<file path="config.mk">
export PLATFORM = sky130hd
export DESIGN_NAME = codec_serial_interface
export DESIGN_NICKNAME = d
export VERILOG_FILES = /design/src/sample_buffer.v /design/src/codec_serial_interface.v
export VERILOG_INCLUDE_DIRS = /design/src
export SDC_FILE = /design/constraint.sdc
export NUM_CORES = 1
export LEC_CHECK = 0
export ABC_AREA = 1
export BUFFER_PORTS_ARGS = -buffer_cell sky130_fd_sc_hd__buf_2
export CORE_MARGIN = 10
export CORE_UTILIZATION = 45
export CTS_CLUSTER_DIAMETER = 100
export DETAILED_ROUTE_END_ITERATION = 8
export GPL_TIMING_DRIVEN = 0
export HOLD_SLACK_MARGIN = 0.02
export PLACE_DENSITY = 0.72
export SLEW_MARGIN = 20
export SYNTH_ARGS = -nofsm -noshare
export SYNTH_HDL_FRONTEND = slang
export SYNTH_HIERARCHICAL = 1
export SYNTH_SLANG_ARGS = --single-unit
</file>
<file path="constraint.sdc">
create_clock -name mclk -period 4.35 [get_ports mclk]
set_input_delay 0.2175 -clock mclk [delete_from_list [all_inputs] [get_ports mclk]]
set_output_delay 0.2175 -clock mclk [all_outputs]
set_load 0.01 [all_outputs]
</file>
<file path="src/codec_serial_interface_consts.vh">
// constants and register layout of the codec serial port
`ifndef CODEC_SERIAL_INTERFACE_CONSTS_VH
`define CODEC_SERIAL_INTERFACE_CONSTS_VH
// ***************************************
// register byte offsets
// ***************************************
`define ADDR_CONTROL_1 8'h00
`define ADDR_CONTROL_2 8'h04
`define ADDR_STATUS 8'h08
`define ADDR_RX_SLOT_MASK 8'h0c
`define ADDR_TX_SLOT_MASK 8'h10
`define ADDR_TX_DATA 8'h14
`define ADDR_RX_DATA 8'h18
`define ADDR_CLOCK_DIVIDER 8'h1c
// ***************************************
// field positions
// ***************************************
`define BIT_PORT_ENABLE 15
`define BIT_IDLE_STOP 13
`define BIT_LOOPBACK 11
`define BIT_CLOCK_DIR 10
`define BIT_CLOCK_EDGE 9
`define BIT_FSYNC_DIR 8
`define BIT_UNDERFLOW_MODE 7
`define BIT_OUTPUT_IDLE_MODE 6
`define BIT_DATA_JUSTIFY 5
`define MASK_CONTROL_1 16'hafe3
`define MASK_CONTROL_2 16'h0def
`define BIT_ROV 3
`define BIT_RECEIVE_FULL_FLAG 2
`define BIT_TRANSMIT_UNDERFLOW_FLAG 1
`define BIT_TRANSMIT_EMPTY_FLAG 0
// ***************************************
// framing codes, reset values, sizes
// ***************************************
`define FRAMING_MULTI 2'h0
`define FRAMING_I2S 2'h1
`define FRAMING_AC16 2'h2
`define FRAMING_AC20 2'h3
`define AC_LAST_SLOT 4'hc
`define AC_TAG_LAST_BIT 5'h0f
`define AC20_LAST_BIT 5'h13
`define RESET_CONTROL 16'h0000
`define RESET_DIVIDER 12'h000
`define BUFFER_DEPTH 4
`endif

</file>
<file path="src/sample_buffer.v">
// small sample memory with registered read data
`timescale 1ns/1ps
module sample_buffer #(
  parameter WIDTH = 16,
  parameter DEPTH = 4,
  parameter AW = 2
) (
  // clock and reset
  input wire mclk,
  input wire rst_n,
  // write side
  input wire wr_en,
  input wire [AW-1:0] wr_addr,
  input wire [WIDTH-1:0] wr_data,
  // read side
  input wire [AW-1:0] rd_addr,
  output reg [WIDTH-1:0] rd_data
);
  reg [WIDTH-1:0] mem [0:DEPTH-1];

  always @(posedge mclk) begin
    if (wr_en) begin
      mem[wr_addr] <= wr_data;
    end
  end

  always @(posedge mclk or negedge rst_n) begin
    if (!rst_n) begin
      rd_data <= {WIDTH{1'b0}};
    end else begin
      rd_data <= mem[rd_addr];
    end
  end
endmodule

</file>
<file path="src/codec_serial_interface.v">
// codec serial port: apb registers, bit clock, framing and shift engine
`timescale 1ns/1ps
`include "codec_serial_interface_consts.vh"
module codec_serial_interface #(
  parameter DEPTH = `BUFFER_DEPTH
) (
  // clock and reset
  input wire mclk,
  input wire rst_n,
  // apb slave
  input wire psel,
  input wire penable,
  input wire pwrite,
  input wire [7:0] paddr,
  input wire [31:0] pwdata,
  output reg [31:0] prdata,
  output reg pready,
  output reg pslverr,
  // processor idle indication
  input wire cpu_idle,
  // serial bit clock pin
  input wire serial_bit_clock_in,
  output reg serial_bit_clock_out,
  output reg serial_bit_clock_oe,
  // frame sync pin
  input wire frame_sync_pin_in,
  output reg frame_sync_pin_out,
  output reg frame_sync_pin_oe,
  // serial data
  input wire serial_data_in,
  output reg serial_data_out,
  output reg serial_data_oe
);
  // ***************************************
  // registers
  // ***************************************
  reg [15:0] control_1;
  reg [15:0] control_2;
  reg [15:0] receive_slot_mask;
  reg [15:0] transmit_slot_mask;
  reg [11:0] clock_divider;
  reg receive_overflow_flag;
  reg transmit_underflow_flag;
  reg [15:0] last_written;
  reg [2:0] tx_cnt;
  reg [2:0] rx_cnt;
  reg [1:0] tx_wr;
  reg [1:0] tx_rd;
  reg [1:0] rx_wr;
  reg [1:0] rx_rd;
  wire [15:0] tx_q;
  wire [15:0] rx_q;
  wire apb_tx_write;

  wire port_enable = control_1[`BIT_PORT_ENABLE];
  wire idle_stop = control_1[`BIT_IDLE_STOP];
  wire loopback_enable = control_1[`BIT_LOOPBACK];
  wire serial_clock_direction = control_1[`BIT_CLOCK_DIR];
  wire serial_clock_edge = control_1[`BIT_CLOCK_EDGE];
  wire frame_sync_direction = control_1[`BIT_FSYNC_DIR];
  wire underflow_mode = control_1[`BIT_UNDERFLOW_MODE];
  wire output_idle_mode = control_1[`BIT_OUTPUT_IDLE_MODE];
  wire data_justify = control_1[`BIT_DATA_JUSTIFY];
  wire [1:0] framing_mode = control_1[1:0];
  wire [1:0] buffer_length = control_2[11:10];
  wire [3:0] words_per_frame = control_2[8:5];
  wire [3:0] word_length = control_2[3:0];
  wire [2:0] capacity = {1'b0, buffer_length} + 3'h1;
  wire run = port_enable & ~(idle_stop & cpu_idle);

  // ***************************************
  // frame geometry
  // ***************************************
  reg [4:0] bit_idx;
  reg [3:0] slot_idx;
  reg fresh;

  // last bit index of a slot
  function [4:0] last_bit;
    input [3:0] s;
    begin
      if (framing_mode == `FRAMING_AC20) begin
        last_bit = (s == 4'h0) ? `AC_TAG_LAST_BIT : `AC20_LAST_BIT;
      end else if (framing_mode == `FRAMING_AC16) begin
        last_bit = `AC_TAG_LAST_BIT;
      end else begin
        last_bit = {1'b0, word_length};
      end
    end
  endfunction

  // last slot index of a frame
  function [3:0] last_slot;
    input dummy;
    begin
      last_slot = framing_mode[1] ? `AC_LAST_SLOT : words_per_frame;
    end
  endfunction

  // position one bit later: {slot, bit}
  function [8:0] step;
    input [3:0] s;
    input [4:0] b;
    begin
      if (b == last_bit(s)) begin
        step = {((s == last_slot(1'b0)) ? 4'h0 : s + 4'h1), 5'h00};
      end else begin
        step = {s, b + 5'h01};
      end
    end
  endfunction

  // ***************************************
  // pin synchronisers and edge detection
  // ***************************************
  reg sck_s1, sck_s2, sck_s3;
  reg fs_s1, fs_s2, fs_s3;
  reg sdi_s1, sdi_s2;
  reg [11:0] div_cnt;
  reg sck_int;
  wire div_tick = run & ~serial_clock_direction & (div_cnt == clock_divider);
  wire int_rise = div_tick & ~sck_int;
  wire int_fall = div_tick & sck_int;
  wire ext_rise = run & sck_s2 & ~sck_s3;
  wire ext_fall = run & ~sck_s2 & sck_s3;
  wire clk_rise = serial_clock_direction ? ext_rise : int_rise;
  wire clk_fall = serial_clock_direction ? ext_fall : int_fall;
  wire launch_evt = serial_clock_edge ? clk_fall : clk_rise;
  wire sample_evt = serial_clock_edge ? clk_rise : clk_fall;
  wire fs_edge = (framing_mode == `FRAMING_I2S) ? (~fs_s2 & fs_s3) : (fs_s2 & ~fs_s3);
  reg restart;

  always @(posedge mclk or negedge rst_n) begin
    if (!rst_n) begin
      sck_s1 <= 1'b0;
      sck_s2 <= 1'b0;
      sck_s3 <= 1'b0;
      fs_s1 <= 1'b0;
      fs_s2 <= 1'b0;
      fs_s3 <= 1'b0;
      sdi_s1 <= 1'b0;
      sdi_s2 <= 1'b0;
    end else begin
      sck_s1 <= serial_bit_clock_in;
      sck_s2 <= sck_s1;
      sck_s3 <= sck_s2;
      fs_s1 <= frame_sync_pin_in;
      fs_s2 <= fs_s1;
      fs_s3 <= fs_s2;
      sdi_s1 <= serial_data_in;
      sdi_s2 <= sdi_s1;
    end
  end

  always @(posedge mclk or negedge rst_n) begin
    if (!rst_n) begin
      div_cnt <= 12'h000;
      sck_int <= 1'b0;
    end else if (!port_enable || serial_clock_direction) begin
      div_cnt <= 12'h000;
      sck_int <= 1'b0;
    end else if (run) begin
      if (div_tick) begin
        div_cnt <= 12'h000;
        sck_int <= ~sck_int;
      end else begin
        div_cnt <= div_cnt + 12'h001;
      end
    end
  end

  // ***************************************
  // serial engine
  // ***************************************
  reg [15:0] tx_shift;
  reg [15:0] rx_shift;
  reg tx_active;
  reg [8:0] np;
  reg [8:0] lp;
  reg tx_pop;
  reg tx_take;
  reg [15:0] tx_word;
  reg next_fs;
  wire [3:0] half_slot = last_slot(1'b0) >> 1;
  wire rx_din = loopback_enable ? serial_data_out : sdi_s2;
  wire [4:0] rx_last = framing_mode[1] ? `AC_TAG_LAST_BIT : {1'b0, word_length};
  wire [15:0] rx_mask_bits = framing_mode[1] ? 16'hffff : ~(16'hfffe << word_length);
  wire rx_push = run & sample_evt & ~fresh & (bit_idx == rx_last) &
    receive_slot_mask[slot_idx];
  wire rx_accept = rx_push & (rx_cnt != capacity);

  always @* begin
    if (fresh) begin
      np = 9'h000;
    end else if (restart) begin
      np = data_justify ? 9'h001 : 9'h000;
    end else begin
      np = step(slot_idx, bit_idx);
    end
    lp = data_justify ? np : step(np[8:5], np[4:0]);
    if (framing_mode == `FRAMING_I2S) begin
      next_fs = lp[8:5] > half_slot;
    end else if (framing_mode[1]) begin
      next_fs = lp[8:5] == 4'h0;
    end else begin
      next_fs = lp == 9'h000;
    end
    tx_take = transmit_slot_mask[np[8:5]];
    tx_pop = run & launch_evt & (np[4:0] == 5'h00) & tx_take & (tx_cnt != 3'h0);
    if (tx_cnt != 3'h0) begin
      tx_word = tx_q;
    end else begin
      tx_word = underflow_mode ? last_written : 16'h0000;
    end
    if (!framing_mode[1]) begin
      tx_word = tx_word << (4'hf - word_length);
    end
  end

  always @(posedge mclk or negedge rst_n) begin
    if (!rst_n) begin
      bit_idx <= 5'h00;
      slot_idx <= 4'h0;
      fresh <= 1'b1;
      restart <= 1'b0;
      tx_shift <= 16'h0000;
      rx_shift <= 16'h0000;
      tx_active <= 1'b0;
      serial_data_out <= 1'b0;
      serial_data_oe <= 1'b0;
      frame_sync_pin_out <= 1'b0;
      frame_sync_pin_oe <= 1'b0;
      serial_bit_clock_out <= 1'b0;
      serial_bit_clock_oe <= 1'b0;
    end else if (!port_enable) begin
      fresh <= 1'b1;
      restart <= 1'b0;
      tx_active <= 1'b0;
      serial_data_out <= 1'b0;
      serial_data_oe <= 1'b0;
      frame_sync_pin_out <= 1'b0;
      frame_sync_pin_oe <= 1'b0;
      serial_bit_clock_out <= 1'b0;
      serial_bit_clock_oe <= 1'b0;
    end else begin
      serial_bit_clock_oe <= ~serial_clock_direction;
      serial_bit_clock_out <= sck_int;
      frame_sync_pin_oe <= ~frame_sync_direction;
      if (run && frame_sync_direction && fs_edge) begin
        restart <= 1'b1;
      end else if (run && launch_evt) begin
        restart <= 1'b0;
      end
      if (run && launch_evt) begin
        fresh <= 1'b0;
        slot_idx <= np[8:5];
        bit_idx <= np[4:0];
        if (!frame_sync_direction) begin
          frame_sync_pin_out <= next_fs;
        end
        if (np[4:0] == 5'h00) begin
          tx_active <= tx_take;
          tx_shift <= tx_word;
          serial_data_out <= tx_take & tx_word[15];
          serial_data_oe <= tx_take | ~output_idle_mode;
        end else begin
          tx_shift <= {tx_shift[14:0], 1'b0};
          serial_data_out <= tx_active & tx_shift[14];
          serial_data_oe <= tx_active | ~output_idle_mode;
        end
      end
      if (run && sample_evt) begin
        rx_shift <= {rx_shift[14:0], rx_din};
      end
    end
  end

  sample_buffer #(.WIDTH(16), .DEPTH(DEPTH), .AW(2)) tx_buffer (
    .mclk(mclk),
    .rst_n(rst_n),
    .wr_en(apb_tx_write),
    .wr_addr(tx_wr),
    .wr_data(pwdata[15:0]),
    .rd_addr(tx_rd),
    .rd_data(tx_q)
  );

  sample_buffer #(.WIDTH(16), .DEPTH(DEPTH), .AW(2)) rx_buffer (
    .mclk(mclk),
    .rst_n(rst_n),
    .wr_en(rx_accept),
    .wr_addr(rx_wr),
    .wr_data({rx_shift[14:0], rx_din} & rx_mask_bits),
    .rd_addr(rx_rd),
    .rd_data(rx_q)
  );

  // ***************************************
  // apb slave
  // ***************************************
  wire apb_done = psel & penable & pready;
  wire apb_wr = apb_done & pwrite;
  assign apb_tx_write = apb_wr & (paddr == `ADDR_TX_DATA) & (tx_cnt != capacity);
  wire apb_rx_pop = apb_done & ~pwrite & (paddr == `ADDR_RX_DATA) & (rx_cnt != 3'h0);
  wire status_clear = apb_wr & (paddr == `ADDR_STATUS);
  wire tx_underflow_evt = run & launch_evt & (np[4:0] == 5'h00) & tx_take &
    (tx_cnt == 3'h0);
  reg [31:0] read_value;
  reg mapped;

  always @* begin
    read_value = 32'h0000_0000;
    mapped = 1'b1;
    if (paddr == `ADDR_CONTROL_1) begin
      read_value = {16'h0000, control_1};
    end else if (paddr == `ADDR_CONTROL_2) begin
      read_value = {16'h0000, control_2};
    end else if (paddr == `ADDR_STATUS) begin
      read_value = {20'h00000, slot_idx, 4'h0, receive_overflow_flag,
        rx_cnt >= capacity, transmit_underflow_flag, tx_cnt == 3'h0};
    end else if (paddr == `ADDR_RX_SLOT_MASK) begin
      read_value = {16'h0000, receive_slot_mask};
    end else if (paddr == `ADDR_TX_SLOT_MASK) begin
      read_value = {16'h0000, transmit_slot_mask};
    end else if (paddr == `ADDR_TX_DATA) begin
      read_value = {16'h0000, last_written};
    end else if (paddr == `ADDR_RX_DATA) begin
      read_value = {16'h0000, rx_q};
    end else if (paddr == `ADDR_CLOCK_DIVIDER) begin
      read_value = {20'h00000, clock_divider};
    end else begin
      mapped = 1'b0;
    end
  end

  always @(posedge mclk or negedge rst_n) begin
    if (!rst_n) begin
      pready <= 1'b0;
      pslverr <= 1'b0;
      prdata <= 32'h0000_0000;
    end else if (psel && penable && !pready) begin
      pready <= 1'b1;
      pslverr <= ~mapped;
      prdata <= pwrite ? 32'h0000_0000 : read_value;
    end else begin
      pready <= 1'b0;
      pslverr <= 1'b0;
    end
  end

  always @(posedge mclk or negedge rst_n) begin
    if (!rst_n) begin
      control_1 <= `RESET_CONTROL;
      control_2 <= `RESET_CONTROL;
      receive_slot_mask <= `RESET_CONTROL;
      transmit_slot_mask <= `RESET_CONTROL;
      clock_divider <= `RESET_DIVIDER;
      last_written <= 16'h0000;
    end else if (apb_wr) begin
      if (paddr == `ADDR_CONTROL_1) begin
        control_1 <= pwdata[15:0] & `MASK_CONTROL_1;
      end else if (paddr == `ADDR_CONTROL_2) begin
        control_2 <= pwdata[15:0] & `MASK_CONTROL_2;
      end else if (paddr == `ADDR_RX_SLOT_MASK) begin
        receive_slot_mask <= pwdata[15:0];
      end else if (paddr == `ADDR_TX_SLOT_MASK) begin
        transmit_slot_mask <= pwdata[15:0];
      end else if (paddr == `ADDR_TX_DATA) begin
        last_written <= pwdata[15:0];
      end else if (paddr == `ADDR_CLOCK_DIVIDER) begin
        clock_divider <= pwdata[11:0];
      end
    end
  end

  // buffer pointers and sticky flags; set wins over clear
  always @(posedge mclk or negedge rst_n) begin
    if (!rst_n) begin
      tx_cnt <= 3'h0;
      rx_cnt <= 3'h0;
      tx_wr <= 2'h0;
      tx_rd <= 2'h0;
      rx_wr <= 2'h0;
      rx_rd <= 2'h0;
      receive_overflow_flag <= 1'b0;
      transmit_underflow_flag <= 1'b0;
    end else begin
      tx_cnt <= tx_cnt + {2'h0, apb_tx_write} - {2'h0, tx_pop};
      rx_cnt <= rx_cnt + {2'h0, rx_accept} - {2'h0, apb_rx_pop};
      tx_wr <= tx_wr + {1'b0, apb_tx_write};
      tx_rd <= tx_rd + {1'b0, tx_pop};
      rx_wr <= rx_wr + {1'b0, rx_accept};
      rx_rd <= rx_rd + {1'b0, apb_rx_pop};
      if (rx_push && !rx_accept) begin
        receive_overflow_flag <= 1'b1;
      end else if (status_clear && pwdata[`BIT_ROV]) begin
        receive_overflow_flag <= 1'b0;
      end
      if (tx_underflow_evt) begin
        transmit_underflow_flag <= 1'b1;
      end else if (status_clear && pwdata[`BIT_TRANSMIT_UNDERFLOW_FLAG]) begin
        transmit_underflow_flag <= 1'b0;
      end
    end
  end
endmodule

</file>
Yosys cells after proc, flatten, opt, wreduce, memory -nomap -nowiden
Memory sizes are Yosys's and may differ from the RTL's. A register that Yosys moved wholly into a read port is not among the register bits.
Cells that the tools add are included.
{"block": "totals", "register_bits": 200, "ram_bits": 128, "input_bits": 49, "mem_count": 2}
{"name": "rx_buffer.mem", "words": 4, "width": 16, "rd": 1, "rd_ports_with_merged_regs": 1, "wr": 1, "line_no": "sample_buffer.v:19", "rtl": "reg [WIDTH-1:0] mem [0:DEPTH-1];"}
{"name": "tx_buffer.mem", "words": 4, "width": 16, "rd": 1, "rd_ports_with_merged_regs": 1, "wr": 1, "line_no": "sample_buffer.v:19"}
{"block": "op_classes", "add_sub_neg": 15, "n_lt_le_gt_ge": 4, "n_eq_ne": 22, "shifts": 2, "n_mux": 86, "bitwise": 54, "n_reduce_logical": 39}
{"op": "$mux W16", "count": 11}
{"op": "$mux W1", "count": 51}
{"op": "$mux W12", "count": 4}
{"op": "$mux W9", "count": 5}
{"op": "$and A1 B1 Y1", "count": 33}
{"op": "$eq A8 B5 Y1 const B", "count": 4}
{"op": "$mux W32", "count": 1}
{"op": "$mux W5", "count": 6}
{"op": "$mux W4", "count": 5}
{"op": "$not A1 Y1", "count": 17}
{"op": "$and A16 B16 Y16", "count": 1}
{"op": "$eq A8 B4 Y1 const B", "count": 2}
{"op": "$not A16 Y16", "count": 1}
{"op": "$shl A16 B4 Y16", "count": 1}
{"op": "$shl A16 B4 Y16 const A", "count": 1}
{"op": "$mux W15", "count": 1}
{"op": "$add A12 B1 Y12 const B", "count": 1}
{"op": "$eq A12 B12 Y1", "count": 1}
{"op": "$logic_not A4 Y1", "count": 3}
{"op": "$reduce_and A2 Y1", "count": 6}
{"op": "$add A5 B1 Y5 const B", "count": 2}
{"op": "$eq A5 B5 Y1", "count": 2}
{"op": "$lt A4 B5 Y1 const B", "count": 2}
{"op": "$logic_and A1 B1 Y1", "count": 9}
{"op": "other kinds (32)", "count": 52}

Logic depth before layout (Yosys ltp)
{"block": "depth", "word_depth": 21, "ltp_mapped": 32, "ltp_nobuf": 29}

Cells and area by module
The synthesis kept the hierarchy.
{"mod": "codec_serial_interface", "instances": 1, "cells_each": 1431, "area_per_inst_um2": 10661.5, "seq_area_each_um2": 4605.7}
{"mod": "sample_buffer", "instances": 2, "cells_each": 275, "area_per_inst_um2": 3159.3, "seq_area_each_um2": 2322.2}

Worst setup path after synthesis
No wires, ideal clock.
{"block": "synth_timing", "path_kind": "flip-flop to flip-flop", "startpoint": "register slot_idx[0]", "endpoint": "register tx_cnt[2]", "t_arrival_ps": 3531, "t_required_ps": 4227, "slack_ps": 697, "stages_incl_launch_ff": 26, "n_path_buf": 3, "period_less_slack_ps": 3653, "path_cell_list": "dfrtp_1 inv_1 clkbuf_1 ha_1 nand3_1 nand2_1 nand3_1 nand2_1 nand2_2 buf_6 nand2_2 nand3_2 buf_2 o211ai_1 nand3_1 nand3_1 nand2_1 nor2_1 inv_2 nor2_1 ha_1 inv_1 ha_1 inv_1 fa_1 xnor2_1"}
{"block": "synth_between", "elab_chain_len": 14, "elab_cells_between_ends": 19}
{"item": "start: declaration", "line_no": "codec_serial_interface.v:75", "rtl": "reg [3:0] slot_idx;"}
{"item": "start signal: assignment", "line_no": "codec_serial_interface.v:256", "rtl": "slot_idx <= np[8:5];"}
{"item": "$logic_not A4 Y1", "line_no": "codec_serial_interface.v:83", "rtl": "last_bit = (s == 4'h0) ? `AC_TAG_LAST_BIT : `AC20_LAST_BIT;"}
{"item": "$mux W5 (no line)"}
{"item": "$mux W5", "line_no": "codec_serial_interface.v:82", "rtl": "if (framing_mode == `FRAMING_AC20) begin"}
{"item": "$mux W5", "line_no": "codec_serial_interface.v:195", "rtl": "end else if (restart) begin"}
{"item": "$mux W5", "line_no": "codec_serial_interface.v:193", "rtl": "if (fresh) begin"}
{"item": "$eq A5 B5 Y1", "line_no": "codec_serial_interface.v:105", "rtl": "if (b == last_bit(s)) begin"}
{"item": "$mux W9 (*)", "line_no": "codec_serial_interface.v:105"}
{"item": "$mux W9 (*)", "line_no": "codec_serial_interface.v:195"}
{"item": "$mux W9 (*)", "line_no": "codec_serial_interface.v:193"}
{"item": "$bmux W1 S4 / $logic_not A5 Y1 (equally long branches)", "line_no": "codec_serial_interface.v:208, codec_serial_interface.v:209"}
{"item": "$mux W1 (implied by the code) / $and A1 B1 Y1 (equally long branches)", "line_no": "codec_serial_interface.v:208, codec_serial_interface.v:209"}
{"item": "$and A1 B1 Y1 (*) (2 in series)", "line_no": "codec_serial_interface.v:209", "rtl": "tx_pop = run & launch_evt & (np[4:0] == 5'h00) & tx_take & (tx_cnt != 3'h0);"}
{"item": "$sub A3 B1 Y3 (*)", "line_no": "codec_serial_interface.v:388", "rtl": "tx_cnt <= tx_cnt + {2'h0, apb_tx_write} - {2'h0, tx_pop};"}
{"item": "end signal: assignment", "line_no": "codec_serial_interface.v:388"}
{"item": "end: declaration", "line_no": "codec_serial_interface.v:45", "rtl": "reg [2:0] tx_cnt;"}
Every way passes the cells marked *; elsewhere a longest branch is shown, timed or not. The select of a mux whose other input is x is not followed.
A chain may end at the register's enable or synchronous reset.

Worst setup path after layout
{"block": "layout_timing", "startpoint": "register slot_idx[0]", "endpoint": "memory rx_buffer.mem[2][6] (enable)"}
{"block": "layout_between", "elab_chain_len": 6}
{"item": "$bmux W1 S4", "line_no": "codec_serial_interface.v:189", "rtl": "receive_slot_mask[slot_idx];"}
{"item": "$mux W1 (implied by the code)", "line_no": "codec_serial_interface.v:189"}
{"item": "$and A1 B1 Y1", "line_no": "codec_serial_interface.v:188", "rtl": "wire rx_push = run & sample_evt & ~fresh & (bit_idx == rx_last) &"}
{"item": "$and A1 B1 Y1", "line_no": "codec_serial_interface.v:190", "rtl": "wire rx_accept = rx_push & (rx_cnt != capacity);"}
{"item": "net rx_accept", "line_no": "codec_serial_interface.v:190"}
{"item": "$mux W1", "line_no": "sample_buffer.v:22", "rtl": "if (wr_en) begin"}
{"item": "$mux W1 (implied by the code)", "line_no": "sample_buffer.v:23", "rtl": "mem[wr_addr] <= wr_data;"}
{"item": "end: declaration", "line_no": "sample_buffer.v:19"}
The timed path passes the listed nets, and every way through them passes these cells. The select of a mux whose other input is x is not followed.

==> metrics <==
Net count, final roughly 2,200; mux contribution to synthesized area less than 1%; Worst Hold Class input port to flop; largest family of logic cells by synthesized area simple AND/OR/NAND/NOR gates; DRT iter0 DRCs 1,388; EDFF count, synth roughly 130; Final setup viols 0; run status finished clean; initial antenna violation count 0; Max FO, Critical Path 10; synth unique cells between 50 and 60; num rows 71; Tmin final 4.33 ns; utilization after layout 52.5%; Pre-antenna DRT Iters 5; placeable core area roughly 37,000 um2; Critical Path RT roughly 4.6 ns; Total GRT Usage between 20% and 30%; CP Cell Sequence clkbuf_1 > nand2_1 > nand2_1 > a21oi_1 > o311ai_0 > nand3_1 > nor2_1 > nand3_1 > inv_1 > inv_1 > nor3_2 > buf_4; Net Sw Frac ~24%; Synth Register Bits roughly 340; clk sinks 344; Num CTS Buffers 39; Worst-Margin Slew between 0.9 and 1 ns; IO Port Bufs 56; Setup CP Type flop to flop; CTS tree yes; Clock Latency Late Sink a little under 0.6 ns; Vias/cell about 5.4; Adder-Cell Fraction of Synth Area around 1.9%; largest net degree at the start of global routing 92; sequential share of power just under 50%; asr flop ratio synth a little over three fifths; Root Driver clkbuf_16; period utilization 99.5%; Finished Cell Area roughly 20,000 um2; CP delay by family, top simple AND/OR/NAND/NOR gates; Placed Area approximately 18,000 um2; post-synthesis simple-gate area fraction 20.4%; type of origin of the critical path flop; Inserted Diodes 0; overflow left after global routing 0; Mapped Area between 15,000 and 20,000 um2; final setup TNS 0 ns; most frequent cells in the layout nand2_1, inv_1, dfrtp_1; Vias 14,400; DP Wirelength roughly 39,000 um; number of I/O pins 89; delay of the slowest critical-path stage 0.83 ns; Post-synth top flop dfrtp_1; H-tree lvl count 2; peak supply drop roughly 0.28 mV; internal cell power ~5.3 mW; Yosys warning count 6; mean post-synth cell area between 8 and 9 um2; XOR/XNOR Fraction of Synth Area 1.08%; first-pass GRT wire length 82,600 um; skew final approximately 0.018 ns; post-synthesis compound-gate area fraction 11.7%; Rel. slew slack 35.1%; die width between 200 and 250 um; Seq/Total Area, Yosys 54.5%; Slowest-stage cell, CP o311ai_0; Routed WL around 54,000 um; top-area cell type share of the netlist area a little under a third; overall die area about 46,000 um2; NetSw about 1.7 mW; crit path capture type flop; Die H 214 um; DR DRC count 0; CP arrival roughly 4.6 ns; leakage 9.32 nW; max cap viols 0; synthesized netlist cell count just under 2,000; Routed wire per std cell between 20 and 25 um; Initial Utilization a little under half; f_max about 230 MHz; Pwr Density approximately 360 nW/um2; Hold Vio Cnt, Final 0; vias in the first global route roughly 14,000; WP buf/inv 4; Slew Viols, Final 0; Layout area overhead 15.9%; area leader, netlist dfrtp_1; most common cell after layout, fill and taps aside nand2_1; combinational group share of total power 6.6%; Clk pwr share around 44%; routability cong. ~0.96; antenna-violating nets left 0; Clock transition at path regs ~0.06 ns; Max Buffers Root-to-Sink 3; fraction of layout cells with a size suffix above 1 between 10% and 20%; ranking of synthesized cells by area dfrtp_1, edfxtp_1, nand2_1
[final cells by class]
type,count,area (um2)
Fill cell,3451,17800
Sequential cell,344,9250
Multi-Input combinational cell,1242,6130
Inverter,314,1190
Clock buffer,59,1090
Timing Repair Buffer,97,698
Tap cell,511,639
Buffer,96,582
Clock inverter,10,92.6
[flip-flops by register name (all words and copies together) (netlist names), 2 cells and up]
name                cells
rx_buffer/mem          64
tx_buffer/mem          64
last_written           16
prdata                 16
receive_slot_mask      16
rx_buffer/rd_data      16
transmit_slot_mask     16
tx_buffer/rd_data      16
rx_shift               15
tx_shift               15
clock_divider          12
div_cnt                12
control_1              11
control_2              10
bit_idx                 5
slot_idx                4
rx_cnt                  3
tx_cnt                  3
rx_rd                   2
rx_wr                   2
tx_rd                   2
tx_wr                   2
[kinds of logic (layout without fill, tap and decap cells)]
group	count (synthesis)	count (layout)
flops	344	344
simple gates	829	829
mux	2	2
xor+xnor	21	21
other cells	1	16
compound gates	349	349
fa+ha+maj	25	25
buf+inv	410	576
[synth_stat cells, drive strengths merged (3+ instances only)]
| master | instances |
|---|---|
| edfxtp | 128 |
| or2 | 5 |
| nor4 | 4 |
| nand4 | 14 |
| buf | 48 |
| xor2 | 13 |
| clkbuf | 48 |
| nand3 | 148 |
| a31oi | 4 |
| o21ai | 218 |
| inv | 312 |
| ha | 23 |
| o2111ai | 10 |
| a22oi | 4 |
| a211oi | 4 |
| nand2 | 547 |
| o22ai | 3 |
| nor3 | 23 |
| a32o | 3 |
| o31ai | 5 |
| xnor2 | 8 |
| o211ai | 13 |
| a21oi | 54 |
| a21boi | 3 |
| a221oi | 12 |
| a22o | 3 |
| nor2 | 84 |
| dfrtp | 215 |
| o221ai | 4 |
[timing repair]
item                                   4_1_cts  5_1_grt
resized for setup                            5       17
setup endpoints to repair                    3       21
endpoints found under the hold margin      287        0
hold buffers                                24        0
buffers inserted                             0        5
[layer usage]
layer  up-vias  part of all wire, %  global-route usage [%]  wire (um)
met5         -                    0                       0          0
met4         0                  3.4                    8.60       1840
met3        94                  8.1                    4.82       4360
met2       624                   46                    36.2      24600
met1      6949                   43                    30.7      22900
li1       6730                    -                       -          -
[per-stage QoR]
stage / hold WS [ns] / worst slack, ns / std cells / power, mW
floorplan: -0.0781 / 0.697 / 1996 / 3.77
global placement: 0.329 / -1.19 / 2563 / 3.93
detailed placement: 0.136 / -0.442 / 2575 / 3.95
CTS: 0.0440 / 0.0000688 / 2668 / 7.07
global route: 0.115 / -0.0359 / 2673 / 7.29
finish: 0.0758 / 0.0207 / 2673 / 7.06
[final timing paths]
| kind | cells after the start | slack (ns) | to | from |
|---|---|---|---|---|
| worst max register to register | 12 | 0.02 | rx_buffer/mem[2][6] | slot_idx[0] |
| max in group asynchronous | 3 | 3.41 | fresh | rst_n |
| worst min register to register | 0 | 0.35 | sck_s2 | sck_s1 |
| worst max-delay path | 12 | 0.02 | rx_buffer/mem[2][6] | slot_idx[0] |
| min in group asynchronous | 2 | 0.13 | tx_wr[0] | rst_n |
| worst min-delay path | 4 | 0.08 | div_cnt[0] | cpu_idle |
[worst register-to-register path, stage by stage, from the launching register on]
cell	delay, ns
dfrtp_1	0.41
clkbuf_1	0.46
nand2_1	0.10
nand2_1	0.08
a21oi_1	0.04
o311ai_0	0.83
nand3_1	0.32
nor2_1	0.24
nand3_1	0.29
inv_1	0.18
inv_1	0.12
nor3_2	0.61
buf_4	0.33
[power groups by stage]
stage                     registers [mW]  clock network, mW  logic, mW
after global placement              3.53                  0      0.402
after global routing                3.48               3.30      0.514
after CTS                           3.47               3.16      0.438
after detailed placement            3.53                  0      0.418
final                               3.47               3.12      0.468
after floorplan                     3.52                  0      0.248
No activity file was read; power rests on OpenSTA's default activity.
